===== src/ext_irq_pkg.sv =====
// Shared constants, field layouts and carrier types of the external interrupt pair control
package ext_irq_pkg;

    localparam int          DATA_W         = 32;
    localparam int          MIN_ADR_W      = 10;

    // Register indices; the byte address on the bus is four times the index
    localparam logic [7:0]  IDX_CONTROL    = 8'hC0;
    localparam logic [7:0]  IDX_PRIO_HIGH  = 8'hC1;
    localparam logic [7:0]  IDX_GATE       = 8'hD0;
    localparam logic [7:0]  IDX_STATUS     = 8'hD1;
    localparam logic [7:0]  IDX_MASK       = 8'hD2;
    localparam logic [7:0]  IDX_CORE_STATE = 8'hD3;

    // Control register fields
    localparam int          CTL_C_PRIO_LOW = 7;
    localparam int          CTL_C_ENABLE   = 6;
    localparam int          CTL_C_FLAG     = 5;
    localparam int          CTL_C_TRIG     = 4;
    localparam int          CTL_B_PRIO_LOW = 3;
    localparam int          CTL_B_ENABLE   = 2;
    localparam int          CTL_B_FLAG     = 1;
    localparam int          CTL_B_TRIG     = 0;

    // Priority-high register fields
    localparam int          PH_C_HIGH      = 7;
    localparam int          PH_B_HIGH      = 3;

    // Gate, status and mask fields
    localparam int          GATE_BIT       = 0;
    localparam int          EVT_B          = 0;
    localparam int          EVT_C          = 1;

    // Core-state readback fields
    localparam int          CS_VALID       = 0;
    localparam int          CS_SEL         = 1;
    localparam int          CS_LEVEL_LO    = 2;

    localparam logic [1:0]  EVT_RST        = 2'h0;
    localparam logic        GATE_RST       = 1'b0;
    localparam logic        PIN_IDLE       = 1'b1;
    localparam logic        SRC_B          = 1'b0;
    localparam logic        SRC_C          = 1'b1;

    typedef struct packed {
        logic       trig_edge;
        logic       enable;
        logic       prio_low;
        logic       prio_high;
    } irq_cfg_t;

    localparam irq_cfg_t    CFG_RST        = '{1'b0, 1'b0, 1'b0, 1'b0};

    typedef struct packed {
        logic       valid;
        logic       sel;
        logic [1:0] level;
    } core_req_t;

    localparam core_req_t   CORE_REQ_RST   = '{1'b0, 1'b0, 2'h0};

    typedef enum logic [1:0] {
        BUS_IDLE = 2'b00,
        BUS_ACK  = 2'b01
    } bus_state_t;

endpackage


===== src/irq_pin_detect.sv =====
// Pin synchroniser with agreement filter and falling-edge or low-level request detection
`timescale 1ns/1ns
module irq_pin_detect (
    input  wire logic sys_clk,
    input  wire logic srst,
    input  wire logic pin,
    input  wire logic trig_edge,
    output logic      detect
);

    logic [2:0] sync_r;
    logic [2:0] sync_nxt;
    logic       lvl_r;
    logic       lvl_nxt;
    logic       det_r;
    logic       det_nxt;

    always_comb begin
        sync_nxt = {sync_r[1:0], pin};
        // A change counts only once the second and third stages agree
        lvl_nxt  = (sync_r[1] == sync_r[2]) ? sync_r[2] : lvl_r;
        if (trig_edge) begin
            det_nxt = lvl_r & ~lvl_nxt;
        end else begin
            det_nxt = ~lvl_nxt;
        end
    end

    always_ff @(posedge sys_clk) begin
        if (srst) begin
            sync_r <= {3{ext_irq_pkg::PIN_IDLE}};
            lvl_r  <= ext_irq_pkg::PIN_IDLE;
            det_r  <= 1'b0;
        end else begin
            sync_r <= sync_nxt;
            lvl_r  <= lvl_nxt;
            det_r  <= det_nxt;
        end
    end

    assign detect = det_r;

endmodule // irq_pin_detect


===== src/irq_prio_arbiter.sv =====
// Picks the pending enabled request with the greater two-bit level
`timescale 1ns/1ns
module irq_prio_arbiter (
    input  wire logic                   pend_b,
    input  wire logic                   pend_c,
    input  wire ext_irq_pkg::irq_cfg_t  cfg_b,
    input  wire ext_irq_pkg::irq_cfg_t  cfg_c,
    output ext_irq_pkg::core_req_t      winner
);

    logic [1:0] lvl_b;
    logic [1:0] lvl_c;

    always_comb begin
        lvl_b  = {cfg_b.prio_high, cfg_b.prio_low};
        lvl_c  = {cfg_c.prio_high, cfg_c.prio_low};
        winner = ext_irq_pkg::CORE_REQ_RST;
        // On equal levels the second input is served before the third
        if (pend_b && (!pend_c || lvl_b >= lvl_c)) begin
            winner = '{1'b1, ext_irq_pkg::SRC_B, lvl_b};
        end else if (pend_c) begin
            winner = '{1'b1, ext_irq_pkg::SRC_C, lvl_c};
        end
    end

endmodule // irq_prio_arbiter


===== src/ext_irq_pair_control.sv =====
// Top of the external interrupt pair control with its classic Wishbone register slave
//
// Behaviour
// Third input: trigger select 1 detects falling edge, 0 detects low level.
// Second input: trigger select 1 detects falling edge, 0 detects low level.
// Third input flag set by hardware on detection, cleared by hardware on service.
// Second input flag set by hardware on detection, cleared by hardware on service.
// Third input reaches the core only while its enable bit is 1.
// Second input reaches the core only while its enable bit is 1.
// Third input low priority bit raises its level by one.
// Second input low priority bit raises its level by one.
// Third input high priority bit places it at the highest level; the code raises its level by two, to 2, or to 3 with the low bit.
// Second input high priority bit places it at the highest level; the code raises its level by two, to 2, or to 3 with the low bit.
// No request passes to the core unless the global gate bit is set.
// Levels are {high,low} from 0 to 3; greater pending level served first.
//
// The implementer's own choice: the Wishbone slave port.
`timescale 1ns/1ns
module ext_irq_pair_control #(
    parameter int ADR_W = 12
) (
    input  wire logic                       sys_clk,
    input  wire logic                       srst,
    input  wire logic                       wb_cyc_i,
    input  wire logic                       wb_stb_i,
    input  wire logic                       wb_we_i,
    input  wire logic [ADR_W-1:0]           wb_adr_i,
    input  wire logic [3:0]                 wb_sel_i,
    input  wire logic [31:0]                wb_dat_i,
    output logic [31:0]                     wb_dat_o,
    output logic                            wb_ack_o,
    input  wire logic                       ext_irq_b_pin,
    input  wire logic                       ext_irq_c_pin,
    input  wire logic                       core_ack,
    input  wire logic                       core_ack_sel,
    output ext_irq_pkg::core_req_t          core_req,
    output logic                            irq_o
);

    if (ADR_W < ext_irq_pkg::MIN_ADR_W) begin : g_adr_check
        $error("ADR_W too small for the register map");
    end

    // Byte offsets other than 0 decode as unmapped
    function automatic logic reg_hit(input logic [ADR_W-1:0] adr, input logic [7:0] idx);
        reg_hit = (adr[1:0] == 2'h0) && (adr[ADR_W-1:2] == (ADR_W-2)'(idx));
    endfunction

    function automatic logic [1:0] w1c(input logic [1:0] cur,
                                       input logic [1:0] clr,
                                       input logic [1:0] set);
        // Set wins over a clear in the same cycle
        w1c = (cur & ~clr) | set;
    endfunction

    // Bus slave state
    ext_irq_pkg::bus_state_t bus_state_r;
    ext_irq_pkg::bus_state_t bus_state_nxt;
    logic [31:0]             rdata_r;
    logic [31:0]             rdata_nxt;
    logic                    ack_r;
    logic                    ack_nxt;
    logic                    wr_take;
    logic                    rd_take;

    // Configuration and status state
    ext_irq_pkg::irq_cfg_t   cfg_b_r;
    ext_irq_pkg::irq_cfg_t   cfg_b_nxt;
    ext_irq_pkg::irq_cfg_t   cfg_c_r;
    ext_irq_pkg::irq_cfg_t   cfg_c_nxt;

    logic                    gate_r;
    logic                    gate_nxt;
    logic [1:0]              mask_r;
    logic [1:0]              mask_nxt;
    logic [1:0]              status_r;
    logic [1:0]              status_nxt;

    // Request state
    logic                    flag_b_r;
    logic                    flag_b_nxt;
    logic                    flag_c_r;
    logic                    flag_c_nxt;

    ext_irq_pkg::core_req_t  core_req_r;
    ext_irq_pkg::core_req_t  core_req_nxt;
    logic                    irq_r;
    logic                    irq_nxt;

    logic                    det_b;
    logic                    det_c;
    logic                    serve_b;
    logic                    serve_c;

    ext_irq_pkg::core_req_t  winner;
    logic [7:0]              ctl_view;
    logic [7:0]              ph_view;
    logic [1:0]              evt;

    // Filter and detector per pin
    irq_pin_detect u_det_b (
        .sys_clk   (sys_clk),
        .srst      (srst),
        .pin       (ext_irq_b_pin),
        .trig_edge (cfg_b_r.trig_edge),
        .detect    (det_b)
    );

    irq_pin_detect u_det_c (
        .sys_clk   (sys_clk),
        .srst      (srst),
        .pin       (ext_irq_c_pin),
        .trig_edge (cfg_c_r.trig_edge),
        .detect    (det_c)
    );

    // Pending means flagged and enabled
    irq_prio_arbiter u_arb (
        .pend_b (flag_b_r && cfg_b_r.enable),
        .pend_c (flag_c_r && cfg_c_r.enable),
        .cfg_b  (cfg_b_r),
        .cfg_c  (cfg_c_r),
        .winner (winner)
    );

    // ---------------- Bus slave: one wait cycle, then a one-cycle ack
    always_comb begin
        bus_state_nxt = bus_state_r;

        case (bus_state_r)
            ext_irq_pkg::BUS_IDLE: begin
                if (wb_cyc_i && wb_stb_i) begin
                    bus_state_nxt = ext_irq_pkg::BUS_ACK;
                end
            end
            ext_irq_pkg::BUS_ACK: begin
                bus_state_nxt = ext_irq_pkg::BUS_IDLE;
            end
            default: begin
                bus_state_nxt = ext_irq_pkg::BUS_IDLE;
            end
        endcase
        // Ack from its own flop
        ack_nxt = (bus_state_nxt == ext_irq_pkg::BUS_ACK);
    end

    // A write lands on the edge at which the master sees ack
    assign wr_take = (bus_state_r == ext_irq_pkg::BUS_ACK) && wb_cyc_i && wb_stb_i
                     && wb_we_i && wb_sel_i[0];

    assign rd_take = (bus_state_r == ext_irq_pkg::BUS_IDLE) && wb_cyc_i && wb_stb_i
                     && !wb_we_i;

    // Readback views
    always_comb begin
        ctl_view = 8'h00;
        ctl_view[ext_irq_pkg::CTL_C_PRIO_LOW] = cfg_c_r.prio_low;
        ctl_view[ext_irq_pkg::CTL_C_ENABLE]   = cfg_c_r.enable;
        ctl_view[ext_irq_pkg::CTL_C_FLAG]     = flag_c_r;
        ctl_view[ext_irq_pkg::CTL_C_TRIG]     = cfg_c_r.trig_edge;
        ctl_view[ext_irq_pkg::CTL_B_PRIO_LOW] = cfg_b_r.prio_low;
        ctl_view[ext_irq_pkg::CTL_B_ENABLE]   = cfg_b_r.enable;
        ctl_view[ext_irq_pkg::CTL_B_FLAG]     = flag_b_r;
        ctl_view[ext_irq_pkg::CTL_B_TRIG]     = cfg_b_r.trig_edge;

        ph_view = 8'h00;
        ph_view[ext_irq_pkg::PH_C_HIGH] = cfg_c_r.prio_high;
        ph_view[ext_irq_pkg::PH_B_HIGH] = cfg_b_r.prio_high;
    end

    always_comb begin
        // Unmapped addresses and writes answer with zero data
        rdata_nxt = 32'h0000_0000;
        if (rd_take) begin
            if (reg_hit(wb_adr_i, ext_irq_pkg::IDX_CONTROL)) begin
                rdata_nxt[7:0] = ctl_view;
            end else if (reg_hit(wb_adr_i, ext_irq_pkg::IDX_PRIO_HIGH)) begin
                rdata_nxt[7:0] = ph_view;
            end else if (reg_hit(wb_adr_i, ext_irq_pkg::IDX_GATE)) begin
                rdata_nxt[ext_irq_pkg::GATE_BIT] = gate_r;
            end else if (reg_hit(wb_adr_i, ext_irq_pkg::IDX_STATUS)) begin
                rdata_nxt[1:0] = status_r;
            end else if (reg_hit(wb_adr_i, ext_irq_pkg::IDX_MASK)) begin
                rdata_nxt[1:0] = mask_r;
            end else if (reg_hit(wb_adr_i, ext_irq_pkg::IDX_CORE_STATE)) begin
                rdata_nxt[ext_irq_pkg::CS_VALID]  = core_req_r.valid;
                rdata_nxt[ext_irq_pkg::CS_SEL]    = core_req_r.sel;
                rdata_nxt[ext_irq_pkg::CS_LEVEL_LO +: 2] = core_req_r.level;
            end
        end
    end

    always_ff @(posedge sys_clk) begin
        if (srst) begin
            bus_state_r <= ext_irq_pkg::BUS_IDLE;
            ack_r       <= 1'b0;
            rdata_r     <= 32'h0000_0000;
        end else begin
            bus_state_r <= bus_state_nxt;
            ack_r       <= ack_nxt;
            rdata_r     <= rdata_nxt;
        end
    end

    // ---------------- Software-written configuration
    always_comb begin
        cfg_b_nxt = cfg_b_r;
        cfg_c_nxt = cfg_c_r;
        gate_nxt  = gate_r;
        mask_nxt  = mask_r;
        if (wr_take && reg_hit(wb_adr_i, ext_irq_pkg::IDX_CONTROL)) begin
            // Flag bits are hardware-owned; writes to them are ignored
            cfg_c_nxt.prio_low  = wb_dat_i[ext_irq_pkg::CTL_C_PRIO_LOW];
            cfg_c_nxt.enable    = wb_dat_i[ext_irq_pkg::CTL_C_ENABLE];
            cfg_c_nxt.trig_edge = wb_dat_i[ext_irq_pkg::CTL_C_TRIG];
            cfg_b_nxt.prio_low  = wb_dat_i[ext_irq_pkg::CTL_B_PRIO_LOW];
            cfg_b_nxt.enable    = wb_dat_i[ext_irq_pkg::CTL_B_ENABLE];
            cfg_b_nxt.trig_edge = wb_dat_i[ext_irq_pkg::CTL_B_TRIG];
        end

        if (wr_take && reg_hit(wb_adr_i, ext_irq_pkg::IDX_PRIO_HIGH)) begin
            cfg_c_nxt.prio_high = wb_dat_i[ext_irq_pkg::PH_C_HIGH];
            cfg_b_nxt.prio_high = wb_dat_i[ext_irq_pkg::PH_B_HIGH];
        end

        if (wr_take && reg_hit(wb_adr_i, ext_irq_pkg::IDX_GATE)) begin
            gate_nxt = wb_dat_i[ext_irq_pkg::GATE_BIT];
        end

        if (wr_take && reg_hit(wb_adr_i, ext_irq_pkg::IDX_MASK)) begin
            mask_nxt = wb_dat_i[1:0];
        end
    end

    always_ff @(posedge sys_clk) begin
        if (srst) begin
            cfg_b_r <= ext_irq_pkg::CFG_RST;
            cfg_c_r <= ext_irq_pkg::CFG_RST;
            gate_r  <= ext_irq_pkg::GATE_RST;
            mask_r  <= ext_irq_pkg::EVT_RST;
        end else begin
            cfg_b_r <= cfg_b_nxt;
            cfg_c_r <= cfg_c_nxt;
            gate_r  <= gate_nxt;
            mask_r  <= mask_nxt;
        end
    end

    // ---------------- Request flags, core request and event status
    // The core acknowledges the source it is servicing; only that flag drops
    assign serve_b = core_ack && (core_ack_sel == ext_irq_pkg::SRC_B);
    assign serve_c = core_ack && (core_ack_sel == ext_irq_pkg::SRC_C);

    always_comb begin
        // Detection wins over a service clear in the same cycle, so a
        // new edge is never lost; a held low level keeps the flag set through service.
        flag_b_nxt = det_b | (flag_b_r & ~serve_b);
        flag_c_nxt = det_c | (flag_c_r & ~serve_c);

        // Status event: a flag rising
        evt = 2'h0;
        evt[ext_irq_pkg::EVT_B] = flag_b_nxt & ~flag_b_r;
        evt[ext_irq_pkg::EVT_C] = flag_c_nxt & ~flag_c_r;
        if (wr_take && reg_hit(wb_adr_i, ext_irq_pkg::IDX_STATUS)) begin
            status_nxt = w1c(status_r, wb_dat_i[1:0], evt);
        end else begin
            status_nxt = w1c(status_r, 2'h0, evt);
        end

        core_req_nxt = winner;
        // The gate masks both inputs; the power-fail source is outside this block
        if (!gate_r) begin
            core_req_nxt = ext_irq_pkg::CORE_REQ_RST;
        end

        // Level interrupt from masked status
        irq_nxt = |(status_nxt & mask_nxt);
    end

    always_ff @(posedge sys_clk) begin
        if (srst) begin
            flag_b_r   <= 1'b0;
            flag_c_r   <= 1'b0;
            status_r   <= ext_irq_pkg::EVT_RST;
            core_req_r <= ext_irq_pkg::CORE_REQ_RST;
            irq_r      <= 1'b0;
        end else begin
            flag_b_r   <= flag_b_nxt;
            flag_c_r   <= flag_c_nxt;
            status_r   <= status_nxt;
            core_req_r <= core_req_nxt;
            irq_r      <= irq_nxt;
        end
    end

    assign wb_ack_o = ack_r;
    assign wb_dat_o = rdata_r;
    assign core_req = core_req_r;
    assign irq_o    = irq_r;

endmodule // ext_irq_pair_control


===== config.mk =====
export PLATFORM = sky130hd
export DESIGN_NAME = ext_irq_pair_control
export DESIGN_NICKNAME = d
export VERILOG_FILES = /design/src/ext_irq_pkg.sv /design/src/irq_pin_detect.sv /design/src/irq_prio_arbiter.sv /design/src/ext_irq_pair_control.sv
export SDC_FILE = /design/constraint.sdc
export NUM_CORES = 1
export LEC_CHECK = 0
export ABC_CLOCK_PERIOD_IN_PS = 1700
export BUFFER_PORTS_ARGS = -buffer_cell sky130_fd_sc_hd__buf_2
export CORE_ASPECT_RATIO = 1.1
export CORE_MARGIN = 3
export CORE_UTILIZATION = 44
export DETAILED_ROUTE_END_ITERATION = 16
export PLACE_DENSITY_LB_ADDON = 0.15
export SETUP_SLACK_MARGIN = 0.1
export SLEW_MARGIN = 20
export SYNTH_ARGS = -nofsm -noshare
export SYNTH_HDL_FRONTEND = slang
export SYNTH_SLANG_ARGS = --single-unit

===== constraint.sdc =====
create_clock -name sys_clk -period 1.7 [get_ports sys_clk]
set_input_delay 0.34 -clock sys_clk [delete_from_list [all_inputs] [get_ports sys_clk]]
set_output_delay 0.34 -clock sys_clk [all_outputs]
set_load 0.02 [all_outputs]

==> results.sh, run 1 <==
export IMPL_critical_path_max_fanout=5
export IMPL_final_nets=301
export IMPL_slowest_stage="or3_4"
export IMPL_vias_per_cell=4.727
export IMPL_fin_area_um2=2133
export IMPL_dp_hpwl_um=2663
export IMPL_drt_iter0_drc=45
export IMPL_drtAntennaViolNets=0
export IMPL_cts_buffers=5
export IMPL_cts_root_buf="clkbuf_8"
export IMPL_fin_total_pwr_uw=1711
export IMPL_cts_sinks=41
export IMPL_min_path_type="in2reg"
export IMPL_yosys_area_top_type="dfxtp_1"
export IMPL_cts_hold_buf=0
export IMPL_grt_max_degree=25
export IMPL_place_area_um2=2039
export IMPL_first_global_vias=1177
export IMPL_critPathTopFamily="simple AND/OR/NAND/NOR gates"
export IMPL_cts_tree="yes"
export IMPL_p_leak_uw=0.001027
export IMPL_synthArstFlopShare_pct=0
export IMPL_synthFlopType="dfxtp_1"
export IMPL_setup_viol=0
export IMPL_dp_cells=285
export IMPL_grt_busiest_layer="met2"
export IMPL_yosysWarnings=0
export IMPL_core_um2=3799
export IMPL_max_freq_mhz=639.3
export IMPL_synth_top_area_share_pct=45.21
export IMPL_drv_slew=0
export IMPL_routedWlPerCell_um=11.68
export IMPL_gr_usage_met1_pct=18.24
export IMPL_drt_pass1_iter_count=4
export IMPL_cp_arrival_ps=1790
export IMPL_hold_viol=0
export IMPL_clk_pin_slew_ps=70
export IMPL_dieArea_um2=4934
export IMPL_endpoint_kind="flop"
export IMPL_synth_area_top_cells="dfxtp_1 (45%), buf_4 (9.9%), mux2i_1 (6.6%)"
export IMPL_syn_area_um2=1815
export IMPL_die_w_um=67.25
export IMPL_peakVddDrop_v=0.0004561
export IMPL_grt_overflow=0
export IMPL_rsz0062_at_grt="true"
export IMPL_clock_skew_ps=4.458
export IMPL_critPathRequiredTime_ps=1930
export IMPL_yosysSeqAreaShare_pct=45.21
export IMPL_crit_type="reg2reg"
export IMPL_cts_htree_levels=2
export IMPL_cap_violations=0
export IMPL_io_pin_count=95
export IMPL_grt_use_total_pct=14.39
export IMPL_clock_path_buffers=2
export IMPL_io_buffers=42
export IMPL_ys_ff_latch=41
export IMPL_area_growth_pct=17.51
export IMPL_antenna_found_initial=0
export IMPL_gp_congestion=0.7289
export IMPL_vias=1385
export IMPL_outcome="finished, final reports clean"
export IMPL_insertion_delay_ps=290
export IMPL_synth_cells=191
export IMPL_met3_usage_pct=3.823
export IMPL_num_antenna_cells=0
export IMPL_die_h_um=73.37
export IMPL_grt_pass1_wl_um=5285
export IMPL_nFillCells=377
export IMPL_finalWirelength_um=3421
export IMPL_cp_cell_sequence="nand3b_1, or3_4, or3_4, nor2_4, a32o_1"
export IMPL_fin_crit_ps=1564
export IMPL_critical_path_max_stage_delay_ps=380
export IMPL_synth_top_cells_by_count="dfxtp_1 (41), buf_4 (24), nor2_1 (21), inv_1 (14), mux2i_1 (12)"
export IMPL_final_cells=293
export IMPL_initial_utilization_pct=47.79
export IMPL_drive_above_1_share_pct=32.10
export IMPL_met2_usage_pct=23.25
export IMPL_syn_avg_cell_area_um2=9.505
export IMPL_drc=0
export IMPL_min_period_over_period_pct=92.01
export IMPL_startpoint_type="flop"
export IMPL_crit_top_cell="or3_4"
export IMPL_power_density_nw_per_um2=801.9
export IMPL_synth_edf_count=0
export IMPL_rows=23
export IMPL_yosysMostFrequentCell="dfxtp_1"
export IMPL_synth_cell_types=37
export IMPL_path_buf_inv=0
export IMPL_hold_worst_slack_ps=231.8
-- power breakdown --
| group | internal [uW] | leakage, uW | switching, uW |
|---|---|---|---|
| combinational | 44.3 | 0.000649 | 91.1 |
| clock | 285 | 0.0000450 | 319 |
| sequential | 968 | 0.000334 | 3.60 |
-- layer usage --
metal,share of wire [%],up-vias,wire length (um)
met4,1.3,0,46
met2,47,44,1591
li1,-,700,-
met5,0,-,0
met3,6.3,4,217
met1,46,637,1565
-- worst paths after layout --
path	start	end	slack [ps]	cells past startpoint
worst min register to register	u_det_c.sync_r[0]$_SDFF_PP1_	u_det_c.sync_r[1]$_SDFF_PP1_	420	1
worst min-delay path	ext_irq_b_pin	u_det_b.sync_r[0]$_SDFF_PP1_	230	2
worst max register to register	bus_state_r[1]$_SDFF_PP0_	wb_dat_o[0]$_SDFF_PP0_	140	5
worst max-delay path	bus_state_r[1]$_SDFF_PP0_	wb_dat_o[0]$_SDFF_PP0_	140	5
-- timing repair --
item | CTS | global route
setup buffers | 0 | 0
resized for setup | 0 | 6
setup endpoints to repair | 1 | 3
pin swaps | 1 | 2
-- worst register-to-register path, delay by kind of cell, from the launching register on --
family,cells,cell delay (ps)
flip-flops,1,310
AND/OR/NAND/NOR,4,1040
AO/OA/AOI/OAI,1,160
-- logic make-up (layout without fill, tap and decap cells) --
| family | count (synthesis) | count (layout) | share of synthesized area (%) |
|---|---|---|---|
| other | 1 | 25 | 0.2066 |
| adder cells (fa/ha/maj) | 2 | 2 | 1.378 |
| AND/OR/NAND/NOR | 64 | 64 | 21.71 |
| multiplexers | 14 | 14 | 8.477 |
| flip-flops | 41 | 41 | 45.21 |
| AO/OA/AOI/OAI | 27 | 27 | 9.304 |
| buffers and inverters | 42 | 70 | 13.71 |
-- area by class of cell --
type | count | area (um2) | area share, %
repair buffers | 48 | 267.8 | 12.55
well taps | 50 | 62.56 | 2.933
inverters | 14 | 52.55 | 2.463
clock inverters | 2 | 10.01 | 0.4692
multi-input cells | 132 | 843.3 | 39.53
clock buffers | 6 | 72.57 | 3.402
flip-flops and latches | 41 | 824.5 | 38.65
-- cell usage in the layout (no fill, tap or decap), types with 3 or more instances in the layout --
cell / netlist / layout
a21oi_1: 11 / 10
a32o_1: 3 / 3
and3_1: 3 / 3
buf_2: 1 / 42
buf_4: 24 / 5
clkbuf_8: 0 / 5
conb_1: 1 / 25
dfxtp_1: 41 / 38
dfxtp_2: 0 / 3
inv_1: 14 / 14
mux2i_1: 12 / 12
nand2_1: 7 / 7
nand2b_1: 4 / 4
nor2_1: 21 / 21
nor3_1: 5 / 5
o21ai_0: 7 / 6
or2_2: 6 / 6
-- flip-flops by register name, indices dropped and copies added (netlist names), 2 cells and up --
register,flops
core_req,4
status_r,2
cfg_b_r,4
bus_state_r,2
u_det_c.sync_r,3
cfg_c_r,4
u_det_b.sync_r,3
wb_dat_o,8
mask_r,2
-- through the flow --
stage / util (%) / setup TNS [ps] / setup slack (ps)
after CTS: 55.86 / 0 / 105.5
after detailed placement: 53.69 / -353.2 / -60.39
final: 56.16 / 0 / 135.8
after global routing: 56.16 / 0 / 88.08
after global placement: 53.69 / -301.6 / -51.03
after floorplan: - / 0 / 120.7
Note: power is estimated with default switching activity, not from simulation.
==> run 2: changes to the inputs <==
--- a/config.mk
+++ b/config.mk
@@ -6,12 +6,14 @@
 export NUM_CORES = 1
 export LEC_CHECK = 0
 export ABC_CLOCK_PERIOD_IN_PS = 1700
-export BUFFER_PORTS_ARGS = -buffer_cell sky130_fd_sc_hd__buf_2
+export BUFFER_PORTS_ARGS = -buffer_cell sky130_fd_sc_hd__buf_4
 export CORE_ASPECT_RATIO = 1.1
 export CORE_MARGIN = 3
 export CORE_UTILIZATION = 44
 export DETAILED_ROUTE_END_ITERATION = 16
+export MAX_ROUTING_LAYER = met4
 export PLACE_DENSITY_LB_ADDON = 0.15
+export RECOVER_POWER = 25
 export SETUP_SLACK_MARGIN = 0.1
 export SLEW_MARGIN = 20
 export SYNTH_ARGS = -nofsm -noshare
==> results.sh, run 2 (synthesis results as in run 1) <==
export IMPL_outcome="finished, final reports clean"
export IMPL_cp_arrival_ps=1770
export IMPL_hold_viol=0
export IMPL_dp_cells=285
export IMPL_num_antenna_cells=0
export IMPL_post_cts_buffers=0
export IMPL_largest_reg_flops=8
export IMPL_critical_path_max_fanout=5
export IMPL_rows=23
export IMPL_endpoint_kind="flop"
export IMPL_grt_pass1_wl_um=5651
export IMPL_startpoint_type="flop"
export IMPL_area_growth_pct=23.23
export IMPL_dp_hpwl_um=2769
export IMPL_clk_pin_slew_ps=80
export IMPL_nFillCells=365
export IMPL_io_pin_count=95
export IMPL_hold_start="ext_irq_b_pin"
export IMPL_core_um2=3799
export IMPL_grt_max_degree=25
export IMPL_cts_buffers=5
export IMPL_final_cells=292
export IMPL_first_global_vias=1232
export IMPL_critPathRequiredTime_ps=1930
export IMPL_gp_congestion=0.7312
export IMPL_post_route_util_pct=58.89
export IMPL_drtAntennaViolNets=0
export IMPL_antenna_found_initial=0
export IMPL_layout_common_cells="buf_4 (46), dfxtp_1 (39), conb_1 (25)"
export IMPL_slew_headroom_pct=37.18
export IMPL_place_area_um2=2132
export IMPL_power_density_nw_per_um2=839.5
export IMPL_die_h_um=73.37
export IMPL_insertion_delay_ps=290
export IMPL_min_period_over_period_pct=90.20
export IMPL_grt_use_total_pct=15.83
export IMPL_drc=0
export IMPL_routedWlPerCell_um=12.29
export IMPL_cts_root_buf="clkbuf_8"
export IMPL_dieArea_um2=4934
export IMPL_die_w_um=67.25
export IMPL_cts_tree="yes"
export IMPL_tightest_slew_ps=942.4
export IMPL_fin_total_pwr_uw=1878
export IMPL_crit_start="bus_state_r[1]$_SDFF_PP0_"
export IMPL_p_leak_uw=0.001047
export IMPL_min_path_type="in2reg"
export IMPL_reg2reg_from="bus_state_r[1]$_SDFF_PP0_"
export IMPL_layout_setup_ws_ps=166.6
export IMPL_clock_path_buffers=2
export IMPL_max_freq_mhz=652.2
export IMPL_mostFrequentLayoutCell="buf_4"
export IMPL_initial_utilization_pct=47.79
export IMPL_clock_skew_ps=6.052
export IMPL_setup_viol=0
export IMPL_fin_area_um2=2237
export IMPL_cap_violations=0
export IMPL_drt_pass1_iter_count=4
export IMPL_rsz0062_at_grt="false"
export IMPL_dp_slack_ps=-111.9
export IMPL_finalWirelength_um=3589
export IMPL_vias=1367
export IMPL_drv_slew=0
export IMPL_grt_overflow=0
export IMPL_cts_htree_levels=2
export IMPL_final_nets=301
export IMPL_io_buffers=42
export IMPL_crit_type="reg2reg"
export IMPL_peakVddDrop_v=0.0005561
export IMPL_cts_sinks=41
export IMPL_drive_above_1_share_pct=30.58
export IMPL_vias_per_cell=4.682
export IMPL_fin_crit_ps=1533
export IMPL_drt_iter0_drc=34
[run 2: layout make-up]
cell class | count | area [um2] | area share [%]
flip-flops and latches | 41 | 823.3 | 36.80
repair buffers | 48 | 352.8 | 15.77
clock buffers | 5 | 68.82 | 3.076
multi-input cells | 132 | 842.1 | 37.64
clock inverters | 2 | 35.03 | 1.566
inverters | 14 | 52.55 | 2.349
well taps | 50 | 62.56 | 2.796
[run 2: path summary, 6_finish.rpt]
kind | end | slack, ps | cells past startpoint
hold reg to reg | u_det_c.sync_r[1]$_SDFF_PP1_ | 410 | 1
setup reg to reg | wb_dat_o[0]$_SDFF_PP0_ | 170 | 5
setup / recovery | wb_dat_o[0]$_SDFF_PP0_ | 170 | 5
hold / removal | u_det_b.sync_r[0]$_SDFF_PP1_ | 230 | 2
[run 2: routing by layer]
metal	GRT usage, %	share of wire (%)	vias to the layer above
met2	24.34	47	46
li1	-	-	698
met4	4.730	1.4	0
met5	-	0	-
met1	19.45	44	617
met3	5.657	7.5	6
[run 2: timing repair]
item	in CTS	in global routing
setup endpoints to repair	1	3
resized for setup	1	4
hold buffers	0	0
pin swaps	0	2
[run 2: critical path, stage by stage (launching register included)]
cell	delay, ps
dfxtp_1	310
nand3b_1	140
or3_4	330
or3_4	380
nor2_4	170
a32o_1	160
[run 2: where the power goes]
group / internal [uW] / switching, uW / total (uW)
logic: 61.4 / 92.0 / 153
clock network: 427 / 326 / 753
registers: 968 / 3.74 / 972
[run 2: stage by stage]
stage	hold slack (ps)	TNS, ps
after global routing	221.1	0
final	230.9	0
after detailed placement	397.4	-181.2
after global placement	394.0	-83.92
after floorplan	389.5	0
after CTS	226.5	0
